===== config.mk =====
export PLATFORM = sky130hd
export DESIGN_NAME = scan_tap
export DESIGN_NICKNAME = d
export VERILOG_FILES = /design/src/tap_pkg.sv /design/src/pin_sampler.sv /design/src/scan_tap.sv
export VERILOG_INCLUDE_DIRS = /design/src
export SDC_FILE = /design/constraint.sdc
export NUM_CORES = 1
export LEC_CHECK = 0
export BUFFER_PORTS_ARGS = -buffer_cell sky130_fd_sc_hd__buf_2
export CAP_MARGIN = 20
export CELL_PAD_IN_SITES_DETAIL_PLACEMENT = 1
export CELL_PAD_IN_SITES_GLOBAL_PLACEMENT = 2
export CORE_UTILIZATION = 33
export CTS_CLUSTER_DIAMETER = 40
export DETAILED_ROUTE_END_ITERATION = 8
export PLACE_DENSITY_LB_ADDON = 0.1
export SYNTH_ARGS = -nofsm -noshare
export SYNTH_HDL_FRONTEND = slang
export SYNTH_HIERARCHICAL = 1
export SYNTH_SLANG_ARGS = --single-unit

===== constraint.sdc =====
create_clock -name i_clk -period 1.81 [get_ports i_clk]
set_clock_uncertainty 0.05 [all_clocks]
set_input_delay 0.0905 -clock i_clk [delete_from_list [all_inputs] [get_ports i_clk]]
set_output_delay 0.0905 -clock i_clk [all_outputs]
set_load 0.05 [all_outputs]

===== src/tap_map.svh =====
// Constants of the boundary-scan test port: register sizes, codes, reset values.
// Assumes inclusion by bare name from the package and the port logic.
`ifndef TAP_MAP_SVH
`define TAP_MAP_SVH
`define IR_W 3
`define ID_W 32
`define BSR_W 109
`define PIN_CELLS 108
`define TRI_CELL 108
`define IR_EXTEST 3'h0
`define IR_IDCODE 3'h1
`define IR_SAMPLE_Z 3'h2
`define IR_SAMPLE 3'h4
`define IR_BYPASS 3'h7
`define IR_CAPTURE 3'h1
`define BYPASS_CAPTURE 1'h0
// Identification code value is arbitrary; bit 0 stays set to mark the register present.
`define ID_DEFAULT 32'h0ABC_D001
`define SYNC_STAGES 3
`define PIN_RESET 3'h3
`endif


===== src/tap_pkg.sv =====
// Types shared by the test-port logic and its pin sampler.
// Assumes tap_map.svh is on the include path.
`include "tap_map.svh"
package tap_pkg;
   typedef enum logic [3:0] {
      TLR = 4'h0, RTI = 4'h1, SEL_DR = 4'h3, CAP_DR = 4'h2,
      SH_DR = 4'h6, EX1_DR = 4'h7, PAU_DR = 4'h5, EX2_DR = 4'h4,
      UPD_DR = 4'hC, SEL_IR = 4'hD, CAP_IR = 4'hF, SH_IR = 4'hE,
      EX1_IR = 4'hA, PAU_IR = 4'hB, EX2_IR = 4'h9, UPD_IR = 4'h8
   } tap_state_t;
   typedef struct packed {
      logic tck;
      logic tms;
      logic tdi;
   } test_pins_t;
endpackage


===== src/pin_sampler.sv =====
// Three-stage sampler for the test pins with agreement filter and edge pulses.
// Assumes the pins are asynchronous to i_clk and change slower than a few clocks.
`timescale 1ns/1ns
`include "tap_map.svh"
module pin_sampler (
   input wire logic i_clk,
   input wire logic i_rstn,
   input wire tap_pkg::test_pins_t i_pins,
   output tap_pkg::test_pins_t o_level,
   output tap_pkg::test_pins_t o_rise,
   output tap_pkg::test_pins_t o_fall
);
   logic [`SYNC_STAGES-1:0] sh_q [3];
   logic [2:0] lvl_q;
   logic [2:0] rise_q;
   logic [2:0] fall_q;
   // Reset levels match the idle pins, so no false edge follows reset.
   localparam logic [2:0] pin_rst = `PIN_RESET;
   genvar g;
   generate
      for (g = 0; g < 3; g++) begin : g_pin
         always_ff @(posedge i_clk or negedge i_rstn) begin
            if (!i_rstn) begin
               sh_q[g] <= {`SYNC_STAGES{pin_rst[g]}};
            end else begin
               sh_q[g] <= {sh_q[g][`SYNC_STAGES-2:0], i_pins[g]};
            end
         end
         // Only stages two and three are compared, so the first stage feeds nothing else.
         always_ff @(posedge i_clk or negedge i_rstn) begin
            if (!i_rstn) begin
               lvl_q[g] <= pin_rst[g];
               rise_q[g] <= 1'h0;
               fall_q[g] <= 1'h0;
            end else begin
               if (sh_q[g][1] == sh_q[g][2]) begin
                  lvl_q[g] <= sh_q[g][2];
               end
               rise_q[g] <= (sh_q[g][1] == sh_q[g][2]) && sh_q[g][2] && !lvl_q[g];
               fall_q[g] <= (sh_q[g][1] == sh_q[g][2]) && !sh_q[g][2] && lvl_q[g];
            end
         end
      end
   endgenerate
   assign o_level = lvl_q;
   assign o_rise = rise_q;
   assign o_fall = fall_q;
endmodule


===== src/scan_tap.sv =====
// Boundary-scan test access port: state machine, instruction, ID, bypass and scan cells.
// Assumes the test pins arrive asynchronously and are sampled by i_clk.
// Notes on behaviour
// - Three-bit instruction register, five codes defined.
// - Shift-IR shifts; instruction takes effect at Update-IR.
// - IDCODE captures and shifts fixed 32-bit code.
// - IDCODE becomes current at reset and Test-Logic-Reset.
// - SAMPLE Z selects scan cells, outputs high impedance.
// - Sample captures pin values at Capture-DR.
// - Scan cells shift between data in and out.
// - Update-DR copies shifted pattern to latched outputs.
// - Preload shifts in while sample shifts out.
// - BYPASS selects the single-bit bypass register.
// - EXTEST drives latched cells onto output pins.
// - Cell 108 enables read-data drivers under EXTEST.
// - Cell 108 latched from shift stage at Update-DR.
// - Cell 108 preset high at reset and Test-Logic-Reset.
// - State advances on mode select at clock rise.
// - Codes 000,001,010,100,111 decoded; others reserved.
// - Capture-IR loads 01 into low bits.
// - Inputs sampled on rise, data out changes on fall.
// - Five mode-select highs reach Test-Logic-Reset.
`timescale 1ns/1ns
`include "tap_map.svh"
module scan_tap (
   input wire logic i_clk,
   input wire logic i_rstn,
   input wire logic i_tck,
   input wire logic i_tms,
   input wire logic i_tdi,
   input wire logic [`PIN_CELLS-1:0] i_pin_values,
   output logic o_tdo,
   output logic o_tdo_oe_n,
   output logic [`PIN_CELLS-1:0] o_cell_values,
   output logic o_extest,
   output logic o_qbus_en
);
   tap_pkg::test_pins_t lvl;
   tap_pkg::test_pins_t rise;
   tap_pkg::test_pins_t fall;
   tap_pkg::tap_state_t state_q;
   tap_pkg::tap_state_t state_d;
   logic [`IR_W-1:0] ir_sh_q;
   logic [`IR_W-1:0] ir_q;
   logic [`ID_W-1:0] id_q;
   logic byp_q;
   logic [`BSR_W-1:0] bsr_q;
   logic [`BSR_W-1:0] upd_q;
   logic tdo_q;
   logic tdo_oe_n_q;
   logic extest_q;
   logic qbus_en_q;
   logic sel_bsr;
   logic sel_id;
   logic tlr_next;

   pin_sampler u_pins (
      .i_clk(i_clk),
      .i_rstn(i_rstn),
      .i_pins({i_tck, i_tms, i_tdi}),
      .o_level(lvl),
      .o_rise(rise),
      .o_fall(fall)
   );

   // Scan cells serve every boundary instruction; reserved codes land on bypass.
   function automatic logic is_bsr(input logic [`IR_W-1:0] code);
      return code == `IR_EXTEST || code == `IR_SAMPLE_Z || code == `IR_SAMPLE;
   endfunction

   function automatic logic is_id(input logic [`IR_W-1:0] code);
      return code == `IR_IDCODE;
   endfunction

   function automatic logic is_shift(input tap_pkg::tap_state_t st);
      return st == tap_pkg::SH_DR || st == tap_pkg::SH_IR;
   endfunction

   assign sel_bsr = is_bsr(ir_q);
   assign sel_id = is_id(ir_q);
   // Acting on the move into reset, not on the next rise in it, leaves no tck period
   // with a stale instruction or a low control cell after five mode-select highs.
   assign tlr_next = state_d == tap_pkg::TLR;

   always_comb begin
      state_d = state_q;
      unique case (state_q)
         tap_pkg::TLR: state_d = lvl.tms ? tap_pkg::TLR : tap_pkg::RTI;
         tap_pkg::RTI: state_d = lvl.tms ? tap_pkg::SEL_DR : tap_pkg::RTI;
         tap_pkg::SEL_DR: state_d = lvl.tms ? tap_pkg::SEL_IR : tap_pkg::CAP_DR;
         tap_pkg::CAP_DR: state_d = lvl.tms ? tap_pkg::EX1_DR : tap_pkg::SH_DR;
         tap_pkg::SH_DR: state_d = lvl.tms ? tap_pkg::EX1_DR : tap_pkg::SH_DR;
         tap_pkg::EX1_DR: state_d = lvl.tms ? tap_pkg::UPD_DR : tap_pkg::PAU_DR;
         tap_pkg::PAU_DR: state_d = lvl.tms ? tap_pkg::EX2_DR : tap_pkg::PAU_DR;
         tap_pkg::EX2_DR: state_d = lvl.tms ? tap_pkg::UPD_DR : tap_pkg::SH_DR;
         tap_pkg::UPD_DR: state_d = lvl.tms ? tap_pkg::SEL_DR : tap_pkg::RTI;
         tap_pkg::SEL_IR: state_d = lvl.tms ? tap_pkg::TLR : tap_pkg::CAP_IR;
         tap_pkg::CAP_IR: state_d = lvl.tms ? tap_pkg::EX1_IR : tap_pkg::SH_IR;
         tap_pkg::SH_IR: state_d = lvl.tms ? tap_pkg::EX1_IR : tap_pkg::SH_IR;
         tap_pkg::EX1_IR: state_d = lvl.tms ? tap_pkg::UPD_IR : tap_pkg::PAU_IR;
         tap_pkg::PAU_IR: state_d = lvl.tms ? tap_pkg::EX2_IR : tap_pkg::PAU_IR;
         tap_pkg::EX2_IR: state_d = lvl.tms ? tap_pkg::UPD_IR : tap_pkg::SH_IR;
         tap_pkg::UPD_IR: state_d = lvl.tms ? tap_pkg::SEL_DR : tap_pkg::RTI;
      endcase
   end

   // The filtered mode-select level is settled well before the detected clock rise.
   always_ff @(posedge i_clk or negedge i_rstn) begin
      if (!i_rstn) begin
         state_q <= tap_pkg::TLR;
      end else if (rise.tck) begin
         state_q <= state_d;
      end
   end

   always_ff @(posedge i_clk or negedge i_rstn) begin
      if (!i_rstn) begin
         ir_sh_q <= `IR_IDCODE;
         ir_q <= `IR_IDCODE;
      end else if (rise.tck && tlr_next) begin
         ir_q <= `IR_IDCODE;
      end else if (rise.tck) begin
         unique case (state_q)
            tap_pkg::TLR: ir_q <= `IR_IDCODE;
            tap_pkg::CAP_IR: ir_sh_q <= `IR_CAPTURE;
            tap_pkg::SH_IR: ir_sh_q <= {lvl.tdi, ir_sh_q[`IR_W-1:1]};
            tap_pkg::UPD_IR: ir_q <= ir_sh_q;
            default: ir_q <= ir_q;
         endcase
      end
   end

   always_ff @(posedge i_clk or negedge i_rstn) begin
      if (!i_rstn) begin
         id_q <= `ID_DEFAULT;
      end else if (rise.tck) begin
         if (state_q == tap_pkg::CAP_DR) begin
            id_q <= `ID_DEFAULT;
         end else if (state_q == tap_pkg::SH_DR && sel_id) begin
            id_q <= {lvl.tdi, id_q[`ID_W-1:1]};
         end
      end
   end

   // Reserved codes fall through to bypass, so a stray load only lengthens the chain by one.
   always_ff @(posedge i_clk or negedge i_rstn) begin
      if (!i_rstn) begin
         byp_q <= `BYPASS_CAPTURE;
      end else if (rise.tck) begin
         if (state_q == tap_pkg::CAP_DR) begin
            byp_q <= `BYPASS_CAPTURE;
         end else if (state_q == tap_pkg::SH_DR && !sel_id && !sel_bsr) begin
            byp_q <= lvl.tdi;
         end
      end
   end

   // The internal control cell captures its latched value since it has no pin.
   always_ff @(posedge i_clk or negedge i_rstn) begin
      if (!i_rstn) begin
         bsr_q <= {`BSR_W{1'h0}};
      end else if (rise.tck && sel_bsr) begin
         if (state_q == tap_pkg::CAP_DR) begin
            bsr_q <= {upd_q[`TRI_CELL], i_pin_values};
         end else if (state_q == tap_pkg::SH_DR) begin
            bsr_q <= {lvl.tdi, bsr_q[`BSR_W-1:1]};
         end
      end
   end

   always_ff @(posedge i_clk or negedge i_rstn) begin
      if (!i_rstn) begin
         upd_q <= {1'h1, {`PIN_CELLS{1'h0}}};
      end else if (rise.tck) begin
         if (state_q == tap_pkg::TLR || tlr_next) begin
            upd_q[`TRI_CELL] <= 1'h1;
         end else if (state_q == tap_pkg::UPD_DR && sel_bsr) begin
            upd_q <= bsr_q;
         end
      end
   end

   // Data out moves on the detected falling edge, half a test clock after the shift.
   always_ff @(posedge i_clk or negedge i_rstn) begin
      if (!i_rstn) begin
         tdo_q <= 1'h0;
         tdo_oe_n_q <= 1'h1;
      end else if (fall.tck) begin
         tdo_oe_n_q <= !is_shift(state_q);
         if (state_q == tap_pkg::SH_IR) begin
            tdo_q <= ir_sh_q[0];
         end else if (sel_id) begin
            tdo_q <= id_q[0];
         end else if (sel_bsr) begin
            tdo_q <= bsr_q[0];
         end else begin
            tdo_q <= byp_q;
         end
      end
   end

   always_ff @(posedge i_clk or negedge i_rstn) begin
      if (!i_rstn) begin
         extest_q <= 1'h0;
         qbus_en_q <= 1'h1;
      end else begin
         extest_q <= ir_q == `IR_EXTEST;
         if (ir_q == `IR_SAMPLE_Z) begin
            qbus_en_q <= 1'h0;
         end else if (ir_q == `IR_EXTEST) begin
            qbus_en_q <= upd_q[`TRI_CELL];
         end else begin
            qbus_en_q <= 1'h1;
         end
      end
   end

   assign o_tdo = tdo_q;
   assign o_tdo_oe_n = tdo_oe_n_q;
   assign o_cell_values = upd_q[`PIN_CELLS-1:0];
   assign o_extest = extest_q;
   assign o_qbus_en = qbus_en_q;
endmodule


==> results of run 1 <==
registers in the layout, indices dropped and copies added (netlist names), 3 cells and up:
name	count
bsr_q	109
id_q	32
ir_q	3
ir_sh_q	3
state_q	4
u_pins/o_level	3
u_pins/sh_q	9
upd_q	109
critical path: cells and delay by family, from the launching register on:
family | cells | cell delay, ps
flops | 1 | 420
simple gates | 2 | 310
mux | 1 | 370
buf+inv | 2 | 370
per-stage QoR:
stage | utilization | hold WS (ps)
floorplan | - | -255.1
global placement | 0.3731 | -58.48
detailed placement | 0.3731 | -55.33
CTS | 0.4518 | 103.2
global route | 0.4529 | 112.3
finish | 0.4529 | 139.2
what timing repair did:
action                                  in CTS  in global routing
hold buffers                               113                  0
endpoints found under the setup margin       0                 99
gates resized for setup                      0                  5
buffers inserted                             0                  2
hold endpoints to repair                   368                  0
cell type report:
cell class	instances	area, um2	area share
flip-flops and latches	279	7012	0.4198
well taps	504	630.6	0.03776
repair buffers	393	2955	0.1770
inverters	14	52.55	0.003147
clock buffers	69	1435	0.08593
clock inverters	26	326.6	0.01955
multi-input cells	619	4289	0.2568
report_power, final:
part           switching (mW)  leakage, nW  total [mW]  internal [mW]
clock                    3.29        0.841        9.70           6.41
sequential              0.617         3.30        7.77           7.15
combinational            2.16         4.17        3.76           1.60
total                    6.06         8.31        21.2           15.2
layer usage:
layer | vias to the layer above | part of all wire
met5 | - | 0
met4 | 0 | 0.022
met3 | 52 | 0.047
met2 | 186 | 0.46
met1 | 4238 | 0.47
li1 | 4155 | -
path summary, 6_finish.rpt:
path                                  end  slack, ps  cells past startpoint
max                             upd_q[91]         80                      5
min                        u_pins/sh_q[3]        140                      2
max reg2reg                     upd_q[91]         80                      5
min reg2reg                u_pins/sh_q[1]        300                      0
max in group asynchronous       bsr_q[21]       1120                      4
min in group asynchronous        upd_q[4]        160                      3
==> results.yml, run 1 <==
worst_setup_path:
  worst_r2r_startpoint: "state_q[3]"
  cp_slowest_stage_delay_ps: 420
  crit_slowest_cell: "dfrtp_1"
  critical_path_cell_sequence: "and2_1 > nand4_1 > buf_4 > buf_12 > mux2_1"
  critPathCaptureType: "flop"
  worst_ep_required_time_ps: 2190
  timing.setup.critical_path_class: "flop to flop"
  critPathMaxFanout: 51
  arr_time_crit_path_ps: 2110
  worst_setup_path_start_kind: "flop"
  crit_start: "state_q[3]"
logic_synthesis:
  ys_warn_count: 6
  synth_area_per_cell_um2: 11.51
  synth.net_count: 1201
  syn-cell-area_um2: 12480
  synthCells: 1084
timing:
  fmaxAchievable_mhz: 578.1
  hold_viol_final: 0
  maxSlewViolCount: 0
  setup_violations: 0
  rsz0062_at_grt: "no"
  tns_ps: 0
  finalCriticalPeriod_ps: 1730
  layout_worst_path_cycle_share: 0.9556
  layout_setup_ws_ps: 80.32
  worstMarginPinSlew_ps: 483.8
  timing.slew.headroom: 0.6745
global_route:
  groute.layer.met1.usage: 0.2308
  grt_pass1_wl_um: 52430
  grt_util_all_layers: 0.1710
  grt.overflow.total: 0
  antenna_found_initial: 0
  gr-usage-met3: 0.03542
  grt_start_max_net_pins: 59
  busiest_layer: "met2"
  first_global_vias: 9597
  globalRouteMet2Util: 0.2737
hold_path:
  hold_path_class: "primary input to flop"
  timing.hold.worst.start: "i_tms"
die:
  die_h_um: 196.5
  initial_utilization: 0.3384
  io_pins: 225
  placementRows: 70
  die_area_um2: 38590
  fp.coreArea_um2: 36870
  die_x_um: 196.5
routing:
  drtPass1Iterations: 4
  initialDrtViolationCount: 244
  drt-vias-per-instance: 4.533
  postRouteWirelength_um: 32000
  drc: 0
  routedWlPerCell_um: 16.81
  dr_total_vias: 8631
  postRouteAntennaNets: 0
clock_tree:
  cts-root-buf: "clkbuf_16"
  cts.sink_count: 279
  clockBufferDepth: 3
  cts_tree: "yes"
  path_clk_slew_ps: 50
  numCtsBuffers: 51
  htreeDepth: 2
  worst_skew_pair.late_latency_ps: 560
cells_and_area:
  num_antenna_cells: 0
  final_cell_count_no_fill: 1904
  num-nets-final: 1475
  area_growth_pct: 33.84
  post_route_cells_drive_above_1_share: 0.2871
  postLayoutCellArea_um2: 16700
  most_common_cell_after_layout_fill_and_taps_aside: "dfrtp_1"
  fillCellCount: 3927
  layout.cells.most_common_list: "dfrtp_1 (255), buf_2 (223), nand2_1 (170)"
power:
  vdd_ir_drop_max_mv: 0.8127
  powerDensity_nw_per_um2: 1271
  p_total_mw: 21.23
  power.leakage_nw: 8.310
placement:
  port_buffers: 224
  place.detailed.instances: 1693
  place.detailed.hpwl_um: 21070
  placed_cell_area_um2: 13760
  placement.setup.worst_slack_ps: 25.85
  globalplace.congestion: 0.7183
status:
  run_status: "complete, no violations"
flow_run:
  cap_viol_max_count: 0
No activity file was read; power rests on OpenSTA's default activity.
==> run 2, diff against run 1 <==
==> constraint.sdc (replaced) <==
create_clock -name i_clk -period 1.81 [get_ports i_clk]
set_clock_uncertainty 0.05 [all_clocks]
set_input_delay 0 -clock i_clk [delete_from_list [all_inputs] [get_ports i_clk]]
set_output_delay 0 -clock i_clk [all_outputs]
set_load 0.05 [all_outputs]
==> run 2 against run 1 <==
Against the previous run: clock power hardly changed; utilization increased by 0.061 points; register-to-register slack about the same; cell area up 0.13%; sequential share of layout area decreased by 0.056 points; non-clock buffer count grew 4; global-route usage shrank 0.052 points.
==> results.yml, run 2 (synthesis gave the netlist of run 1 again) <==
clock_tree:
  cts-root-buf: "clkbuf_16"
  htreeDepth: 2
  worst_skew_pair.late_latency_ps: 560
  clockBufferDepth: 3
  cts_tree: "yes"
  numCtsBuffers: 50
  path_clk_slew_ps: 50
  cts.sink_count: 279
die:
  die_h_um: 196.5
  die_area_um2: 38590
  io_pins: 225
  die_x_um: 196.5
  fp.coreArea_um2: 36870
  initial_utilization: 0.3384
  placementRows: 70
cells_and_area:
  post_route_cells_drive_above_1_share: 0.2876
  area_growth_pct: 34.02
  num-nets-final: 1478
  most_common_cell_after_layout_fill_and_taps_aside: "dfrtp_1"
  final_cell_count_no_fill: 1903
  reg.largest.list: "bsr_q (109), upd_q (109), id_q (32)"
  layout.cells.most_common_list: "dfrtp_1 (255), buf_2 (223), nand2_1 (170)"
worst_setup_path:
  r2r.worst_path.cells: 5
  arr_time_crit_path_ps: 2110
  critPathCaptureType: "flop"
  r2r-end: "upd_q[24]"
  worst_r2r_startpoint: "ir_q[0]"
  timing.setup.critical_path_class: "flop to flop"
  critPathMaxFanout: 51
  crit_start: "ir_q[0]"
  worst_ep_required_time_ps: 2180
  worst_setup_path_start_kind: "flop"
  setup.reg_to_reg.worst_slack_ps: 80
routing:
  wl_met3_um: 1504
  postRouteWirelength_um: 32130
  drt-met1-wl_um: 14950
  routedWlPerCell_um: 16.89
  met2_wirelength_um: 14990
  initialDrtViolationCount: 343
  dr_total_vias: 8587
  postRouteAntennaNets: 0
  drt-vias-per-instance: 4.512
  drtPass1Iterations: 4
  top_layer_used: "met4"
  drc: 0
placement:
  placement.setup.worst_slack_ps: 18.21
  globalplace.congestion: 0.7230
  port_buffers: 224
  place.detailed.instances: 1696
  place.detailed.hpwl_um: 20820
power:
  vdd_ir_drop_max_mv: 0.6477
  powerDensity_nw_per_um2: 1270
  power.leakage_nw: 8.345
timing:
  fmaxAchievable_mhz: 577.9
  finalCriticalPeriod_ps: 1730
  worstMarginPinSlew_ps: 469.2
  setup_violations: 0
  maxSlewViolCount: 0
  layout_worst_path_cycle_share: 0.9561
  hold_viol_final: 0
  timing.slew.headroom: 0.6843
  layout_setup_ws_ps: 79.51
global_route:
  antenna_found_initial: 1
  grt_util_all_layers: 0.1705
  grt_pass1_wl_um: 52020
  first_global_vias: 9410
  grt.overflow.total: 0
  grt_start_max_net_pins: 59
hold_path:
  hold_path_class: "primary input to flop"
  holdPathEnd: "u_pins/sh_q[0]"
  cell_depth_of_the_worst_hold_path: 2
  timing.hold.worst.start: "i_tck"
status:
  run_status: "complete, no violations"
flow_run:
  cap_viol_max_count: 0
-- run 2: changes by cell type in the layout (fill, tap and decap cells not counted), sizes merged --
| cell | previous run | this run |
|---|---|---|
| diode | 0 | 1 |
| bufinv | 6 | 8 |
| buf | 280 | 283 |
| clkbuf | 70 | 67 |
| clkinv | 8 | 11 |
| clkinvlp | 8 | 1 |
-- run 2: worst max path at each step --
stage,end,cells after the start,slack (ps)
finish,upd_q[24],5,80
global route,upd_q[29],5,-10
CTS,upd_q[42],4,30
detailed placement,upd_q[92],4,20
global placement,upd_q[49],4,50
floorplan,upd_q[100],7,110
-- run 2: critical path, cell delays in order, from the launching register on --
cell and delay [ps]:
dfstp_2 570, a21oi_4 40, nand4_1 110, buf_4 150, buf_12 260, mux2_1 360
-- run 2: final cells by class --
| type | instances | area, um2 |
|---|---|---|
| multi-input cells | 619 | 4285 |
| fillers | 4009 | 20150 |
| clock buffers | 65 | 1378 |
| diodes | 1 | 2.502 |
| clock inverters | 24 | 356.6 |
| flip-flops and latches | 279 | 7012 |
| inverters | 14 | 52.55 |
| well taps | 504 | 630.6 |
| repair buffers | 397 | 3007 |
-- run 2: routing by layer --
metal  vias up  GRT usage
li1       4154          -
met1      4207     0.2260
met2       178     0.2754
met3        48    0.03747
met4         0    0.05787
met5         -          0
-- run 2: timing repair --
action | 4_1_cts | 5_1_grt
resized for setup | 0 | 3
hold buffers | 113 | 0
endpoints found under the hold margin | 390 | 0
setup buffers | 0 | 2
endpoints found under the setup margin | 0 | 28
-- run 2: power breakdown --
group	leakage, nW	switching, mW	internal, mW
combinational	4.19	2.16	1.63
sequential	3.30	0.612	7.15
clock	0.854	3.20	6.48
total	8.34	5.98	15.3
-- run 2: stage by stage --
| stage | utilization | hold WS (ps) | power (mW) | area, um2 | setup TNS (ps) |
|---|---|---|---|---|---|
| 6_report | 0.4535 | 58.39 | 21.24 | 16720 | 0 |
| 3_5_place_dp | 0.3737 | -99.42 | 11.51 | 13780 | 0 |
| 3_3_place_gp | 0.3737 | -101.2 | 11.41 | 13780 | 0 |
| 5_1_grt | 0.4535 | 43.05 | 22.39 | 16720 | -111.5 |
| 4_1_cts | 0.4517 | 20.00 | 21.60 | 16650 | 0 |
| 2_1_floorplan | - | -345.6 | 10.28 | 12480 | 0 |
==> run 3, diff against run 2 <==
--- a/config.mk
+++ b/config.mk
@@ -6,11 +6,14 @@
 export SDC_FILE = /design/constraint.sdc
 export NUM_CORES = 1
 export LEC_CHECK = 0
+export ABC_AREA = 1
+export ABC_CLOCK_PERIOD_IN_PS = 1810
 export BUFFER_PORTS_ARGS = -buffer_cell sky130_fd_sc_hd__buf_2
 export CAP_MARGIN = 20
 export CELL_PAD_IN_SITES_DETAIL_PLACEMENT = 1
 export CELL_PAD_IN_SITES_GLOBAL_PLACEMENT = 2
-export CORE_UTILIZATION = 33
+export CORE_ASPECT_RATIO = 0.7
+export CORE_UTILIZATION = 30
 export CTS_CLUSTER_DIAMETER = 40
 export DETAILED_ROUTE_END_ITERATION = 8
 export PLACE_DENSITY_LB_ADDON = 0.1
==> run 3 against run 2 <==
Against the previous run: the run now ends with design-rule violations, negative setup slack left; cell area grew 8.6%; cell count grew 25%; first-iteration DRC count grew 49%; register-to-register slack lost 430 ps; flip-flop and latch count is the same; setup slack lost 430 ps; critical path type unchanged; largest cell class unchanged; highest routed layer unchanged.
==> results.yml, run 3 <==
power:
  vdd_ir_drop_max_mv: 0.6657
  powerDensity_nw_per_um2: 1494
  power.leakage_nw: 9.721
worst_setup_path:
  critPathCaptureType: "flop"
  critical_path_cell_sequence: "buf_12 > nor2_2 > nor2_1 > nand2_1 > nand2_1 > nor2_2 > nand2_1 > nor2_2 > nand2_2 > nand3_4 > buf_12 > buf_12 > clkbuf_16 > nand2_2 > o21ai_1"
  cp.buffers_inverters: 4
  cp_slowest_stage_delay_ps: 450
  worst_ep_required_time_ps: 2240
  worst_setup_path_start_kind: "flop"
  worstSetupPathDepth: 15
  cpLargestDelayFamily: "simple AND/OR/NAND/NOR gates"
  arr_time_crit_path_ps: 2590
  crit_slowest_cell: "dfrtp_2"
  setup.reg_to_reg.worst_slack_ps: -350
  r2r.worst_path.cells: 15
  r2r-end: "upd_q[83]"
  worst_r2r_startpoint: "state_q[0]"
  critPathMaxFanout: 7
  critPathCapture: "upd_q[83]"
  crit_start: "state_q[0]"
  timing.setup.critical_path_class: "flop to flop"
cells_and_area:
  layout.cells.most_common_list: "nand2_1 (399), dfrtp_1 (251), buf_2 (223)"
  final_core_util: 0.4408
  area_growth_pct: 44.11
  reg.largest.list: "bsr_q (109), upd_q (109), id_q (32)"
  post_route_cells_drive_above_1_share: 0.3032
  most_common_cell_after_layout_fill_and_taps_aside: "nand2_1"
  fillCellCount: 4727
  num_antenna_cells: 0
  postLayoutCellArea_um2: 18160
  num-nets-final: 1919
clock_tree:
  path_clk_slew_ps: 60
  htreeDepth: 2
  cts.sink_count: 279
  cts-root-buf: "clkbuf_16"
  worst_skew_pair.late_latency_ps: 560
  cts_tree: "yes"
  clockBufferDepth: 3
  numCtsBuffers: 44
placement:
  globalplace.congestion: 0.7900
  place.detailed.hpwl_um: 23510
  placed_cell_area_um2: 14130
  port_buffers: 224
routing:
  top_layer_used: "met4"
  wl_met3_um: 1653
  dr_total_vias: 10640
  met2_wirelength_um: 18130
  drtPass1Iterations: 9
  drt-met1-wl_um: 19910
  initialDrtViolationCount: 512
  drc: 28
  postRouteAntennaNets: 0
  routedWlPerCell_um: 16.93
  postRouteWirelength_um: 40320
  drt-vias-per-instance: 4.469
die:
  fp.coreArea_um2: 41190
  initial_utilization: 0.3059
  die_x_um: 247.0
  placementRows: 62
  die_area_um2: 42840
  io_pins: 225
  die_h_um: 173.5
global_route:
  grt_util_all_layers: 0.1699
  antenna_found_initial: 1
  grt.overflow.total: 0
  grt_pass1_wl_um: 57980
  first_global_vias: 10590
  grt_start_max_net_pins: 69
logic_synthesis:
  synth.net_count: 1607
  synth_area_per_cell_um2: 8.457
  syn-cell-area_um2: 12600
  synthCells: 1490
  ys_warn_count: 6
timing:
  finalCriticalPeriod_ps: 2164
  worstMarginPinSlew_ps: 434.4
  timing.slew.headroom: 0.7074
  smallest_hold_slack_ps: 42.55
  tns_ps: -47350
  layout_worst_path_cycle_share: 1.195
  rsz0062_at_grt: "yes"
  layout_setup_ws_ps: -353.5
  hold_viol_final: 0
  fmaxAchievable_mhz: 462.2
  maxSlewViolCount: 0
  setup_violations: 245
status:
  run_status: "finished with violations"
  violations_in_the_final_reports: "design-rule violations, negative setup slack"
hold_path:
  hold_path_class: "primary input to flop"
flow_run:
  cap_viol_max_count: 0
## run 3: changes by cell type in the layout (fill, tap and decap cells not counted), moves of 8 or more
| cell | before | now |
|---|---|---|
| o21ai_1 | 98 | 133 |
| buf_4 | 38 | 48 |
| nand2_2 | 0 | 31 |
| nand2_1 | 170 | 399 |
| mux2i_1 | 110 | 0 |
| o21ai_0 | 52 | 180 |
| inv_1 | 14 | 137 |
| clkbuf_16 | 52 | 60 |
| nand3_1 | 1 | 34 |
| buf_12 | 19 | 35 |
| o21ai_2 | 0 | 37 |
| mux2_1 | 108 | 0 |
| nand2_4 | 0 | 9 |
## run 3: what timing repair did
item                                    4_1_cts  5_1_grt
hold endpoints to repair                    378        0
hold buffers                                113        0
gates resized for setup                      31      212
gates cloned                                  2       27
pin swaps                                     3       10
endpoints found under the setup margin      254      255
setup buffers                                 9       12
## run 3: worst register-to-register path: cells and delay by family (launching register included)
family / cells / cell delay [ps]
simple gates: 10 / 900
buf+inv: 4 / 620
flops: 1 / 450
compound gates: 1 / 70
## run 3: worst min-delay path by stage
stage | startpoint | endpoint | cells past startpoint
final | i_tdi | u_pins/sh_q[6] | 2
after global routing | i_tms | u_pins/sh_q[3] | 2
after CTS | i_tms | u_pins/sh_q[3] | 2
after global placement | i_rstn | upd_q[96] | 1
after floorplan | i_rstn | bsr_q[0] | 0
after detailed placement | i_rstn | upd_q[96] | 1
## run 3: metal layers
metal  vias up  global-route usage
li1       5272                   -
met1      5154              0.2456
met2       169              0.2567
met3        46             0.03607
met4         0             0.04295
met5         -                   0
## run 3: through the flow
stage | power [mW] | worst slack, ps | std cells
2_1_floorplan | 14.80 | 12.44 | 1490
3_3_place_gp | 16.86 | -418.0 | 2137
3_5_place_dp | 16.99 | -425.6 | 2137
4_1_cts | 26.61 | -283.5 | 2342
5_1_grt | 28.99 | -496.8 | 2381
6_report | 27.13 | -353.5 | 2381
## run 3: power breakdown
group          switching (mW)  internal, mW
Clock                    3.21          5.71
Combinational            5.86          3.31
Sequential              0.998          8.03
Total                    10.1          17.1
## run 3: layout make-up
cell class                      instances  area [um2]  share of cell area
Clock inverter                         26       354.1             0.01950
Timing Repair inverter                  4       35.03            0.001929
Multi-Input combinational cell        875        4263              0.2348
Clock buffer                           55        1192             0.06566
Timing Repair Buffer                  452        4043              0.2226
Inverter                              146       574.3             0.03163
Sequential cell                       279        7017              0.3864
Tap cell                              544       680.7             0.03748
